$ cat config.mk
export PLATFORM = sky130hd
export DESIGN_NAME = eim_top
export DESIGN_NICKNAME = d
export VERILOG_FILES = /design/src/verilog/eim_pkg.sv /design/src/verilog/eim_top.sv
export SDC_FILE = /design/constraint.sdc
export NUM_CORES = 1
export LEC_CHECK = 0
export BUFFER_PORTS_ARGS = -buffer_cell sky130_fd_sc_hd__buf_2
export CAP_MARGIN = 15
export CORE_MARGIN = 3
export CORE_UTILIZATION = 55
export CTS_CLUSTER_DIAMETER = 80
export DETAILED_ROUTE_END_ITERATION = 7
export GPL_ROUTABILITY_DRIVEN = 0
export PLACE_DENSITY = 0.81
export REMOVE_ABC_BUFFERS = 1
export SYNTH_ARGS = -nofsm -noshare
export SYNTH_HDL_FRONTEND = slang
export SYNTH_SLANG_ARGS = --single-unit
$ cat constraint.sdc
create_clock -name clock_in -period 3.3 [get_ports clock_in]
set_clock_uncertainty 0.2 [all_clocks]
set_input_delay 0.33 -clock clock_in [delete_from_list [all_inputs] [get_ports clock_in]]
set_output_delay 0.33 -clock clock_in [all_outputs]
set_load 0.02 [all_outputs]
$ cat src/verilog/eim_pkg.sv
package eim_pkg;

  // ----------------------------------------------------------------------
  // Bus and register map
  // ----------------------------------------------------------------------
  localparam int          ADR_W        = 8;
  localparam logic [7:0]  OFS_PIN0     = 8'h00;  // Pin n at OFS_PIN0 + 4*n
  localparam logic [7:0]  OFS_MASK     = 8'h10;
  localparam logic [7:0]  OFS_FLAGS    = 8'h14;
  localparam logic [7:0]  OFS_PINLVL   = 8'h18;
  localparam logic [31:0] RD_ZERO      = 32'h0000_0000;

  // ----------------------------------------------------------------------
  // Pin configuration field layout and reset values
  // ----------------------------------------------------------------------
  localparam int         CFG_W        = 8;
  localparam int         FUNC_HI      = 7;
  localparam int         FUNC_LO      = 3;
  localparam int         DIR_HI       = 1;
  localparam int         DIR_LO       = 0;
  localparam logic [7:0] CFG_RES_MASK = 8'hfb;   // Bit 2 reads zero
  localparam logic [7:0] CFG_RST_PIN0 = 8'h0a;
  localparam logic [7:0] CFG_RST_PINX = 8'ha2;
  localparam logic [1:0] DIR_INPUT    = 2'h1;
  localparam logic [1:0] DIR_OUT_LO   = 2'h2;
  localparam logic [1:0] DIR_OUT_HI   = 2'h3;

  // ----------------------------------------------------------------------
  // Event flags
  // ----------------------------------------------------------------------
  localparam int          EVT_W        = 32;
  localparam logic [31:0] EVT_IMPL     = 32'h300f_ffff;
  localparam logic [31:0] MASK_RST     = 32'h0000_0000;
  localparam int          EVT_WAKEUP   = 15;
  localparam int          EVT_READY    = 16;

  // ----------------------------------------------------------------------
  // Output function codes
  // ----------------------------------------------------------------------
  localparam logic [4:0] OF_IRQ      = 5'h00;
  localparam logic [4:0] OF_POR_N    = 5'h01;
  localparam logic [4:0] OF_WUT      = 5'h02;
  localparam logic [4:0] OF_LOWBAT   = 5'h03;
  localparam logic [4:0] OF_TXCLK    = 5'h04;
  localparam logic [4:0] OF_TXSTATE  = 5'h05;
  localparam logic [4:0] OF_AEMPTY   = 5'h06;
  localparam logic [4:0] OF_AFULL    = 5'h07;
  localparam logic [4:0] OF_RXDATA   = 5'h08;
  localparam logic [4:0] OF_RXCLK    = 5'h09;
  localparam logic [4:0] OF_INRX     = 5'h0a;
  localparam logic [4:0] OF_AWAKE    = 5'h0b;
  localparam logic [4:0] OF_STANDBY  = 5'h0c;
  localparam logic [4:0] OF_ANTSW    = 5'h0d;
  localparam logic [4:0] OF_PREAMB   = 5'h0e;
  localparam logic [4:0] OF_SYNC     = 5'h0f;
  localparam logic [4:0] OF_RSSI     = 5'h10;
  localparam logic [4:0] OF_TXRX     = 5'h12;
  localparam logic [4:0] OF_VDD      = 5'h13;
  localparam logic [4:0] OF_GND      = 5'h14;
  localparam logic [4:0] OF_SMPS     = 5'h15;
  localparam logic [4:0] OF_SLEEP    = 5'h16;
  localparam logic [4:0] OF_READY    = 5'h17;
  localparam logic [4:0] OF_LOCK     = 5'h18;
  localparam logic [4:0] OF_WLOCK    = 5'h19;
  localparam logic [4:0] OF_ONOFF    = 5'h1a;
  localparam logic [4:0] OF_WOSC2    = 5'h1b;
  localparam logic [4:0] OF_WSETTLE  = 5'h1c;
  localparam logic [4:0] OF_WCAL     = 5'h1d;
  localparam logic [4:0] OF_SYNTH    = 5'h1e;

  // Input function codes
  localparam logic [4:0] IF_TXCMD    = 5'h00;
  localparam logic [4:0] IF_RXCMD    = 5'h01;
  localparam logic [4:0] IF_TXDATA   = 5'h02;
  localparam logic [4:0] IF_WAKE     = 5'h03;
  localparam logic [4:0] IF_LFCLK    = 5'h04;

  // Bus handshake states
  typedef enum logic [0:0] {
    BUS_IDLE = 1'b0,
    BUS_ACK  = 1'b1
  } eim_bus_state_t;

  // Internal device signals offered to the pins
  typedef struct packed {
    logic por;
    logic wakeup_timer_expired;
    logic low_battery;
    logic tx_data_clk;
    logic tx_state_cmd;
    logic fifo_almost_empty;
    logic fifo_almost_full;
    logic rx_data;
    logic rx_clk;
    logic in_rx;
    logic in_sleep;
    logic in_standby;
    logic in_ready;
    logic in_lock;
    logic antenna_sw;
    logic preamble_flag;
    logic sync_flag;
    logic rssi_above;
    logic txrx_ind;
    logic smps_en;
    logic wait_lock;
    logic onoff_smooth_tx_data;
    logic wait_osc_second_ready;
    logic wait_settle;
    logic wait_cal;
    logic synth_full_en;
  } eim_src_t;

  // Functions taken in from input pins
  typedef struct packed {
    logic tx_cmd;
    logic rx_cmd;
    logic tx_direct_data;
    logic ext_wakeup;
    logic ext_lf_clk;
  } eim_pin_fn_t;

endpackage

$ cat src/verilog/eim_top.sv
// Summary of operation
// - Interrupt request goes out on any pin configured for it.
// - Flag bits 0-6: rx ready, discarded, tx sent, max retx, crc, fifo errs.
// - Flag bits 7-11: fifo almost full/empty flags and max back-off.
// - Flag bits 12-14: preamble, sync word, signal above carrier threshold.
// - Flag bits 15-19: wake-up timeout, ready, standby, low battery, reset.
// - Wake-up flag sets only once the crystal oscillator clock is ready.
// - Raw wake-up timer expiry can be driven on a pin.
// - Ready flag sets on each ready entry after oscillator settled.
// - Reading the flag register clears the flag bits that the read returned.
// - A flag stays high for each event that raised an interrupt.
// - Each event has an enable bit; zero blocks its interrupt.
// - Output code 0 drives the active-low interrupt request.
// - Codes 1-3: reset inverted, wake-up expired, low battery.
// - Code 4 drives the internal transmit data clock.
// - Codes 6-9: fifo almost empty/full, rx data, recovered clock.
// - Codes 10,11,12,22,23,24 show receive, awake, standby, sleep, ready, lock.
// - Codes 14-16: preamble flag, sync flag, signal above threshold.
// - Code 19 drives constant high, code 20 constant low.
// - Code 13 antenna switch, 18 tx/rx indicator, 21 regulator enable.
// - Codes 25-30 show internal waits, smooth on/off tx data and synth full enable; 17 and 31 reserved.
// - Input codes 0/1 issue tx/rx commands; code 2 takes tx data.
// - Input code 3 external wake-up, 4 slow clock; 5-31 ignored.
// - Pin configuration holds a five-bit function code in bits 7:3.
// - Direction field: 01 input, 10 low-power out, 11 high-power out.
//
// Our own choices: the placing of the registers and register access over Wishbone.
`timescale 1ns/100ps

module eim_top
  import eim_pkg::*;
#(
  parameter int PIN_COUNT = 4
)
(
  // Clock and reset
  input  wire logic                 clock_in,
  input  wire logic                 srst_in,
  // Wishbone slave
  input  wire logic                 wb_cyc_in,
  input  wire logic                 wb_stb_in,
  input  wire logic                 wb_we_in,
  input  wire logic [ADR_W-1:0]     wb_adr_in,
  input  wire logic [3:0]           wb_sel_in,
  input  wire logic [31:0]          wb_dat_in,
  output logic      [31:0]          wb_dat_out,
  output logic                      wb_ack_out,
  // Event sources
  input  wire logic [EVT_W-1:0]     event_pulse_in,
  input  wire logic                 wakeup_timer_end_in,
  input  wire logic                 crystal_osc_ready_in,
  input  wire eim_src_t             src_in,
  // Pins
  input  wire logic [PIN_COUNT-1:0] pin_in,
  output logic      [PIN_COUNT-1:0] pin_out,
  output logic      [PIN_COUNT-1:0] pin_oe_n_out,
  output logic      [PIN_COUNT-1:0] pin_high_power_out,
  // Interrupt and input functions
  output logic                      irq_out_n,
  output eim_pin_fn_t               pin_fn_out
);

  // ----------------------------------------------------------------------
  // Parameter check
  // ----------------------------------------------------------------------
  if (PIN_COUNT < 1 || PIN_COUNT > 4)
  begin : g_bad_pins
    $error("PIN_COUNT must be between 1 and 4");
  end

  // ----------------------------------------------------------------------
  // State
  // ----------------------------------------------------------------------
  // Bus side
  eim_bus_state_t   bus_reg,    bus_next;
  logic [31:0]      rdat_reg,   rdat_next;

  // Software state
  logic [EVT_W-1:0] mask_reg,   mask_next;
  logic [EVT_W-1:0] flags_reg,  flags_next;
  logic [CFG_W-1:0] cfg_reg  [PIN_COUNT];
  logic [CFG_W-1:0] cfg_next [PIN_COUNT];

  // Event tracking
  logic             wut_pend_reg,  wut_pend_next;
  logic             rdy_seen_reg,  rdy_seen_next;
  logic             irq_n_reg,     irq_n_next;

  // Pin side
  logic [PIN_COUNT-1:0] pout_reg,  pout_next;
  logic [PIN_COUNT-1:0] oe_n_reg,  oe_n_next;
  logic [PIN_COUNT-1:0] hp_reg,    hp_next;
  logic [PIN_COUNT-1:0] pin_prev_reg, pin_prev_next;
  eim_pin_fn_t      fn_reg,     fn_next;

  // Decoded access; writes and flag clears taken only at the edge where ack is high, read data at the request edge
  logic             req;
  logic             done;
  logic             rd_flags_done;
  logic [EVT_W-1:0] set_vec;
  logic             rdy_cond;

  // Byte-lane merge for 32-bit writes
  function automatic logic [31:0] merge(input logic [31:0] old_v,
                                        input logic [31:0] new_v,
                                        input logic [3:0]  sel);
    logic [31:0] r;
    r = old_v;
    for (int b = 0; b < 4; b++)
    begin
      if (sel[b])
        r[8*b +: 8] = new_v[8*b +: 8];
    end
    return r;
  endfunction

  // Codes 5 and 26 pass
  // internal strobes as is

  // Output function multiplexer for one pin
  function automatic logic out_sel(input logic [4:0] code,
                                   input eim_src_t   s,
                                   input logic       irq_n);
    logic v;
    v = 1'b0;
    unique case (code)
      OF_IRQ:     v = irq_n;
      OF_POR_N:   v = ~s.por;
      OF_WUT:     v = s.wakeup_timer_expired;
      OF_LOWBAT:  v = s.low_battery;
      OF_TXCLK:   v = s.tx_data_clk;
      OF_TXSTATE: v = s.tx_state_cmd;
      OF_AEMPTY:  v = s.fifo_almost_empty;
      OF_AFULL:   v = s.fifo_almost_full;
      OF_RXDATA:  v = s.rx_data;
      OF_RXCLK:   v = s.rx_clk;
      OF_INRX:    v = s.in_rx;
      OF_AWAKE:   v = ~(s.in_sleep | s.in_standby);
      OF_STANDBY: v = s.in_standby;
      OF_ANTSW:   v = s.antenna_sw;
      OF_PREAMB:  v = s.preamble_flag;
      OF_SYNC:    v = s.sync_flag;
      OF_RSSI:    v = s.rssi_above;
      OF_TXRX:    v = s.txrx_ind;
      OF_VDD:     v = 1'b1;
      OF_GND:     v = 1'b0;
      OF_SMPS:    v = s.smps_en;
      OF_SLEEP:   v = s.in_sleep;
      OF_READY:   v = s.in_ready;
      OF_LOCK:    v = s.in_lock;
      OF_WLOCK:   v = s.wait_lock;
      OF_ONOFF:   v = s.onoff_smooth_tx_data;
      OF_WOSC2:   v = s.wait_osc_second_ready;
      OF_WSETTLE: v = s.wait_settle;
      OF_WCAL:    v = s.wait_cal;
      OF_SYNTH:   v = s.synth_full_en;
      default:    v = 1'b0;                       // Reserved codes
    endcase
    return v;
  endfunction

  // ----------------------------------------------------------------------
  // Bus handshake
  // ----------------------------------------------------------------------
  // One wait state always.
  // Read data and the flag
  // clear share one word,
  // so only shown bits clear

  // Ack one cycle after the request; writes land on the ack edge only
  always_comb
  begin
    req  = wb_cyc_in & wb_stb_in;
    done = req & (bus_reg == BUS_ACK);
    rd_flags_done = done & ~wb_we_in & (wb_adr_in == OFS_FLAGS);
    bus_next = BUS_IDLE;
    unique case (bus_reg)
      BUS_IDLE: bus_next = req ? BUS_ACK : BUS_IDLE;
      BUS_ACK:  bus_next = BUS_IDLE;
    endcase
  end

  // Unmapped writes are
  // dropped silently

  // Read data, captured at the request edge, unmapped reads zero
  always_comb
  begin
    rdat_next = rdat_reg;
    if (req && bus_reg == BUS_IDLE)
    begin
      rdat_next = RD_ZERO;
      for (int p = 0; p < PIN_COUNT; p++)
      begin
        if (wb_adr_in == OFS_PIN0 + ADR_W'(4 * p))
          rdat_next = {24'h00_0000, cfg_reg[p] & CFG_RES_MASK};
      end
      if (wb_adr_in == OFS_MASK)
        rdat_next = mask_reg;
      if (wb_adr_in == OFS_FLAGS)
        rdat_next = flags_reg;
      if (wb_adr_in == OFS_PINLVL)
        rdat_next = 32'(pin_in);
    end
  end

  // ----------------------------------------------------------------------
  // Configuration registers
  // ----------------------------------------------------------------------
  // Reserved bit masked on
  // write, so it reads zero

  // Only byte lane 0 carries a pin configuration
  always_comb
  begin
    for (int p = 0; p < PIN_COUNT; p++)
    begin
      cfg_next[p] = cfg_reg[p];
      if (done && wb_we_in && wb_sel_in[0] &&
          wb_adr_in == OFS_PIN0 + ADR_W'(4 * p))
        cfg_next[p] = wb_dat_in[7:0] & CFG_RES_MASK;
    end
    mask_next = mask_reg;
    if (done && wb_we_in && wb_adr_in == OFS_MASK)
      mask_next = merge(mask_reg, wb_dat_in, wb_sel_in) & EVT_IMPL;
  end

  // ----------------------------------------------------------------------
  // Event flags and interrupt request
  // ----------------------------------------------------------------------
  // Timer end may come with
  // the oscillator off; it
  // is kept, not lost

  // Timer expiry held until the oscillator clock can record it
  always_comb
  begin
    wut_pend_next = wut_pend_reg | wakeup_timer_end_in;
    if (wut_pend_next && crystal_osc_ready_in)
      wut_pend_next = 1'b0;
    rdy_cond      = src_in.in_ready & crystal_osc_ready_in;
    rdy_seen_next = rdy_cond;
    set_vec = event_pulse_in & EVT_IMPL;
    set_vec[EVT_WAKEUP] = (wut_pend_reg | wakeup_timer_end_in) &
                          crystal_osc_ready_in;
    set_vec[EVT_READY]  = rdy_cond & ~rdy_seen_reg;
    set_vec = set_vec & mask_reg;
  end

  // Flags outlive a later
  // mask clear; only the
  // request follows the mask

  // Clear only what the read reported; a new event always wins
  always_comb
  begin
    flags_next = flags_reg;
    if (rd_flags_done)
      flags_next = flags_reg & ~rdat_reg;
    flags_next = flags_next | set_vec;
    irq_n_next = ~|(flags_next & mask_reg);
  end

  // ----------------------------------------------------------------------
  // Pin drivers and input functions
  // ----------------------------------------------------------------------
  // Same decode per pin.
  // Limitation: pins with
  // one input code are ORed

  // Pin levels are registered; irq reaches a pin one cycle after irq_out_n
  always_comb
  begin
    fn_next = '0;
    pin_prev_next = pin_in;
    for (int p = 0; p < PIN_COUNT; p++)
    begin
      logic [4:0] code;
      logic [1:0] dir;
      logic       is_in;
      code  = cfg_reg[p][FUNC_HI:FUNC_LO];
      dir   = cfg_reg[p][DIR_HI:DIR_LO];
      is_in = (dir == DIR_INPUT);
      pout_next[p] = out_sel(code, src_in, irq_n_reg);
      oe_n_next[p] = ~((dir == DIR_OUT_LO) | (dir == DIR_OUT_HI));
      hp_next[p]   = (dir == DIR_OUT_HI);
      if (is_in)
      begin
        // Commands fire on the rising pin edge only
        if (code == IF_TXCMD)
          fn_next.tx_cmd = fn_next.tx_cmd | (pin_in[p] & ~pin_prev_reg[p]);
        if (code == IF_RXCMD)
          fn_next.rx_cmd = fn_next.rx_cmd | (pin_in[p] & ~pin_prev_reg[p]);
        if (code == IF_TXDATA)
          fn_next.tx_direct_data = fn_next.tx_direct_data | pin_in[p];
        if (code == IF_WAKE)
          fn_next.ext_wakeup = fn_next.ext_wakeup | pin_in[p];
        if (code == IF_LFCLK)
          fn_next.ext_lf_clk = fn_next.ext_lf_clk | pin_in[p];
      end
    end
  end

  // ----------------------------------------------------------------------
  // Registers
  // ----------------------------------------------------------------------
  // Synchronous reset only.
  // Reset wins over access.
  // Pins float one cycle,
  // then follow the config.

  always_ff @(posedge clock_in)
  begin
    if (srst_in)
    begin
      bus_reg      <= BUS_IDLE;
      rdat_reg     <= RD_ZERO;
      mask_reg     <= MASK_RST;
      flags_reg    <= '0;
      wut_pend_reg <= 1'b0;
      rdy_seen_reg <= 1'b0;
      irq_n_reg    <= 1'b1;
      pout_reg     <= '0;
      oe_n_reg     <= '1;
      hp_reg       <= '0;
      pin_prev_reg <= '0;
      fn_reg       <= '0;
      for (int p = 0; p < PIN_COUNT; p++)
        cfg_reg[p] <= (p == 0) ? CFG_RST_PIN0 : CFG_RST_PINX;
    end
    else
    begin
      bus_reg      <= bus_next;
      rdat_reg     <= rdat_next;
      mask_reg     <= mask_next;
      flags_reg    <= flags_next;
      wut_pend_reg <= wut_pend_next;
      rdy_seen_reg <= rdy_seen_next;
      irq_n_reg    <= irq_n_next;
      pout_reg     <= pout_next;
      oe_n_reg     <= oe_n_next;
      hp_reg       <= hp_next;
      pin_prev_reg <= pin_prev_next;
      fn_reg       <= fn_next;
      for (int p = 0; p < PIN_COUNT; p++)
        cfg_reg[p] <= cfg_next[p];
    end
  end

  // No gate between these
  // flops and the pins

  // Outputs straight from flip-flops
  assign wb_ack_out         = (bus_reg == BUS_ACK);
  assign wb_dat_out         = rdat_reg;
  assign irq_out_n          = irq_n_reg;
  assign pin_out            = pout_reg;
  assign pin_oe_n_out       = oe_n_reg;
  assign pin_high_power_out = hp_reg;
  assign pin_fn_out         = fn_reg;

endmodule

* Yosys cells after proc, flatten, opt, wreduce, memory -nomap -nowiden
Memories as Yosys holds them, arrays and structs flattened. Cells that the tools add are included.
Cells by class: bitwise operators 54, muxes and demuxes 49, reduce and logical (&&, ||, !) cells 21, equality and inequality tests 130
Operators by type and width (count):
- 5-bit == test, second input constant | 52
- 5-bit by 4-bit == test with 1-bit output, second input constant | 32
- 1-bit one-hot mux with 29 select lines | 4
- 32-bit two-way mux | 3
- 8-bit two-way mux | 12
- 5-bit by 3-bit == test with 1-bit output, second input constant | 16
- 5-bit by 2-bit == test with 1-bit output, second input constant | 8
- 32-bit by 30-bit AND with 32-bit output | 1
- 32-bit AND | 1
- 32-bit NOT | 1
- 32-bit by 30-bit OR with 32-bit output | 1
- 32-bit OR reduction | 1
- 30-bit AND | 1
- 30-bit two-way mux | 1
- 1-bit OR | 25
- 8-bit by 5-bit == test with 1-bit output, second input constant | 3
- 1-bit two-way mux | 24
- 5-bit by 1-bit == test with 1-bit output, second input constant | 4
- 5-bit zero test | 4
- 5-bit two-way mux | 4
- 2-bit == test, second input constant | 8
- 8-bit by 4-bit == test with 1-bit output, second input constant | 2
- 1-bit NOT | 13
- 1-bit AND | 11
- other kinds (8) | 22
Storage, ports and cells: output and inout bits 51, word-level logic and storage cells 274, RAM bits 32, flip-flop bits (word level) 111, memories kept 1
Memory list:
- cfg_reg | depth 4, width 8, rd ports 4, clocked after memory_dff 0, wr ports 4, line eim_top.sv:81 | logic [CFG_W-1:0] cfg_reg [PIN_COUNT];

* Depth between registers and ports, before layout
depth after elaboration 13, depth in mapped cells 8, depth with buffers taken out 6

* Worst setup path after synthesis
No wires, ideal clock.
path type input-to-reg, from input port wb_adr_in[1], to register rdat_reg[10] (netlist: wb_dat_out[10]), stages on the path 6, data arrival time 2013 ps, buffers on the path 1, library setup time 132 ps, data required time 2968 ps, setup slack 954 ps, cells stage by stage or4_4 > nor4_1 > nor3_1 > buf_2 > a22oi_1 > a21oi_1
On the way: cells in the longest elaborated chain, start to end 4, elaborated cells between the ends (all ways) 6, those cells by class 3 x eq/ne; 3 x mux
Ends and longest elaborated chain:
- start: declaration | line eim_top.sv:43 | input wire logic [ADR_W-1:0] wb_adr_in,
- 8-bit by 5-bit == test with 1-bit output | line eim_top.sv:198 | if (wb_adr_in == OFS_MASK)
- 30-bit two-way mux | line eim_top.sv:198
- 32-bit two-way mux | line eim_top.sv:200 | if (wb_adr_in == OFS_FLAGS)
- 32-bit two-way mux * | line eim_top.sv:202 | if (wb_adr_in == OFS_PINLVL)
- end signal: assignment | line eim_top.sv:334 | rdat_reg <= rdat_next;
- end: declaration | line eim_top.sv:76 | logic [31:0] rdat_reg, rdat_next;
Mark *: on every way between the ends. The rest lies on a longest branch, timed or not. A chain may end at the register's enable or synchronous reset.

* Worst setup path in the final report
from input port wb_adr_in[5], to register mask_reg[29]
On the way: cells in the longest elaborated chain, start to end 3
Ends and longest elaborated chain:
- 8-bit by 5-bit == test with 1-bit output | line eim_top.sv:224 | if (done && wb_we_in && wb_adr_in == OFS_MASK)
- 1-bit logical AND | line eim_top.sv:224
- 2-bit AND reduction (no source line)
- end signal: assignment | line eim_top.sv:335 | mask_reg <= mask_next;
- end: declaration | line eim_top.sv:79 | logic [EVT_W-1:0] mask_reg, mask_next;
No other way between the ends.

==> flow_summary_export.csv <==
group,metric,value,unit
sta,hold_violations,0,
global_routing,grt_pass1_vias,6824,
sta,layout_min_cycle_time,2.75,ns
worst_setup_path,r2r-end,"irq_out_n$_SDFF_PP1_",
worst_setup_path,crit_chain,"buf_2 > nor4b_1 > and3_1 > and4_1 > buf_4 > nand3_1 > dlygate4sd3_1 > a21oi_1",
route,wl_met2,10000,um
run_status,status,"completed",
route,drc,0,
sta,setup_violations,0,
sta,max_freq,363,MHz
final_layout,postLayoutCellArea,8900,um^2
route,met1Wirelength,8870,um
power,pwr_density_cell,431,nW/um^2
floorplan,die_h,121,um
global_routing,grt_max_degree,70,
hold_path,min-delay-start,"event_pulse_in[2]",
sta,finalWorstSetupSlack,0.549,ns
worst_setup_path,slowest_delay,0.56,ns
synthesis,ys_warn_count,0,
clock_tree,htreeDepth,4,
clock_tree,path_clk_slew,0.06,ns
clock_tree,clockBufferDepth,2,
place,portBuffers,141,
synthesis,synth_top_area_share,38.6,%
sta,fin_setup_tns,0,ns
sta,tightestPinTransition,0.846,ns
synthesis,ys_types,58,
worst_setup_path,r2r_slack,0.89,ns
clock_tree,cts_buffers,17,
synthesis,ys_ff_latch,139,
global_routing,grt_pass1_wl,35000,um
power,vdd_ir_drop_max,0.405,mV
final_layout,fin_nets,1144,
floorplan,start_util,56.7,%
power,p_leak,3.54,nW
clock_tree,clock_sinks,139,
route,first_pass_iters,7,
sta,rsz0062_at_grt,"false",
worst_setup_path,required,3.46,ns
worst_setup_path,r2r-start,"wb_ack_out$_SDFF_PP0_",
synthesis,syn_area_per_cell,8.08,um^2
hold_path,hp-class,"primary input to register",
synthesis,ys_top_cells_by_count,"dfxtp_1, nor2_1, nand2_1",
synthesis,syn_area,7220,um^2
clock_tree,clk-insertion-delay-late,0.42,ns
final_layout,num-fill-cells,1059,
sta,max-slew-margin-rel,43.5,%
place,place_area,8000,um^2
synthesis,synthFlopType,"dfxtp_1",
route,via_per_inst,6.21,
job,cap_viol_max_count,0,
synthesis,async_flop_share,0,%
worst_setup_path,critical_path_class,"primary input to register",
synthesis,syn_inst,893,
final_layout,antenna_cells,0,
synthesis,synth_enable_flop_cells,0,
power,power.total,3.83,mW
worst_setup_path,crit_path_end_kind,"register",
floorplan,io_pins,164,
synthesis,yosysSeqAreaShare,38.6,%
hold_path,hold_end,"flags_reg[2]$_SDFF_PP0_",
worst_setup_path,critical_path.max_fanout,9,
synthesis,synth.most_common_cell,"dfxtp_1",
clock_tree,post_cts_buffers,0,
route,detail-route-antenna-nets,0,
route,top_layer,"met4",
final_layout,syn_to_final_growth,23.3,%
route,wl,21700,um
synthesis,synth_area_leader_cell,"dfxtp_1",
global_routing,grt_util_all_layers,30.1,%
hold_path,holdPathStages,3,
worst_setup_path,start_kind,"primary input",
worst_setup_path,slowest_stage,"nor4b_1",
synthesis,ys_top_cells_by_area,"dfxtp_1, mux2i_1, a22oi_1, nor2_1, nand2_1",
floorplan,fp.dieW,121,um
global_routing,antenna_found_initial,0,
clock_tree,tritoncts,"built",
worst_setup_path,worst-r2r-cell-count,7,
route,num_vias,7554,
sta,period_share,83.4,%
floorplan,core_area,12700,um^2
route,wl_met3,2140,um
floorplan,placementRows,41,
final_layout,post_route_cells_drive_above_1_share,20.0,%
route,wl_per_cell,17.9,um
clock_tree,cts_root_buffer,"clkbuf_16",
place,place_ws,0.547,ns
place,dp_hpwl,14300,um
worst_setup_path,critPathArrivalTime,2.91,ns
route,drtIter0Drc,1067,
global_routing,globalRoute.totalOverflow,0,
sta,final_max_slew_viol_count,0,
floorplan,dieArea,14500,um^2
-- metal layers --
layer  global-route usage (%)  vias to the layer above
met5                        0                        -
met4                     11.8                        0
met3                     7.67                       74
met2                     46.8                      436
met1                     40.2                     3529
li1                         -                     3515
-- critical path, delay by kind of cell --
kind | cells | cell delay [ns]
AND/OR/NAND/NOR | 4 | 1.52
buffers and inverters | 3 | 0.94
AO/OA/AOI/OAI | 1 | 0.11
-- logic make-up (layout without fill, tap and decap cells) --
| group | count (synthesis) | in the layout | share of synthesized area, % |
|---|---|---|---|
| muxes | 62 | 62 | 9.97 |
| xor gates and xnor gates | 3 | 3 | 0.364 |
| and+or+nand+nor | 349 | 349 | 23.9 |
| DFF | 139 | 139 | 38.6 |
| AOI/OAI and AO/OA | 237 | 237 | 21.6 |
| buffers and inverters | 103 | 254 | 5.64 |
-- metrics by stage --
stage                     util (%)  instances  hold WS [ns]
after global routing          69.9       1216        0.0136
after detailed placement      62.9       1152         0.240
after global placement        62.9       1152         0.234
final                         69.9       1216       0.00700
after CTS                     69.9       1216      0.000500
after floorplan                  -        824         0.197
-- cell usage in the layout (no fill, tap or decap), drive strengths merged, types with 32 or more instances in the layout --
master       count
mux2i           46
nor2           104
nand2           91
a21oi           57
a22oi           58
inv             37
nand3           33
o21ai           38
dlygate4sd3     32
buf            156
dfxtp          139
-- power breakdown --
group	switching, mW	total (mW)	internal [mW]
clock network	0.761	1.88	1.11
logic	0.151	0.262	0.111
registers	0.00612	1.69	1.69
total	0.918	3.83	2.91
-- how the worst max path moves through the flow --
stage	from	to	depth (start not counted)
after floorplan	wb_adr_in[1]	irq_out_n$_SDFF_PP1_	6
after global placement	wb_adr_in[1]	irq_out_n$_SDFF_PP1_	8
after detailed placement	wb_adr_in[1]	irq_out_n$_SDFF_PP1_	8
after CTS	wb_adr_in[5]	mask_reg[28]$_SDFFE_PP0P_	8
after global routing	wb_adr_in[5]	mask_reg[29]$_SDFFE_PP0P_	8
final	wb_adr_in[5]	mask_reg[29]$_SDFFE_PP0P_	8
-- what timing repair did --
action,in CTS,in global routing
hold buffers,32,0
endpoints found under the hold margin,33,0
resized for setup,0,0
-- cell type report --
| cell class | instances | area [um^2] | area share, % |
|---|---|---|---|
| clock inverter | 14 | 146 | 1.65 |
| tap | 172 | 215 | 2.42 |
| timing repair buffer | 188 | 1170 | 13.1 |
| inverter | 34 | 128 | 1.43 |
| clock buffer | 18 | 429 | 4.82 |
| multi-input combinational | 651 | 4030 | 45.3 |
| sequential | 139 | 2780 | 31.3 |
Note: power is estimated with default switching activity, not from simulation.
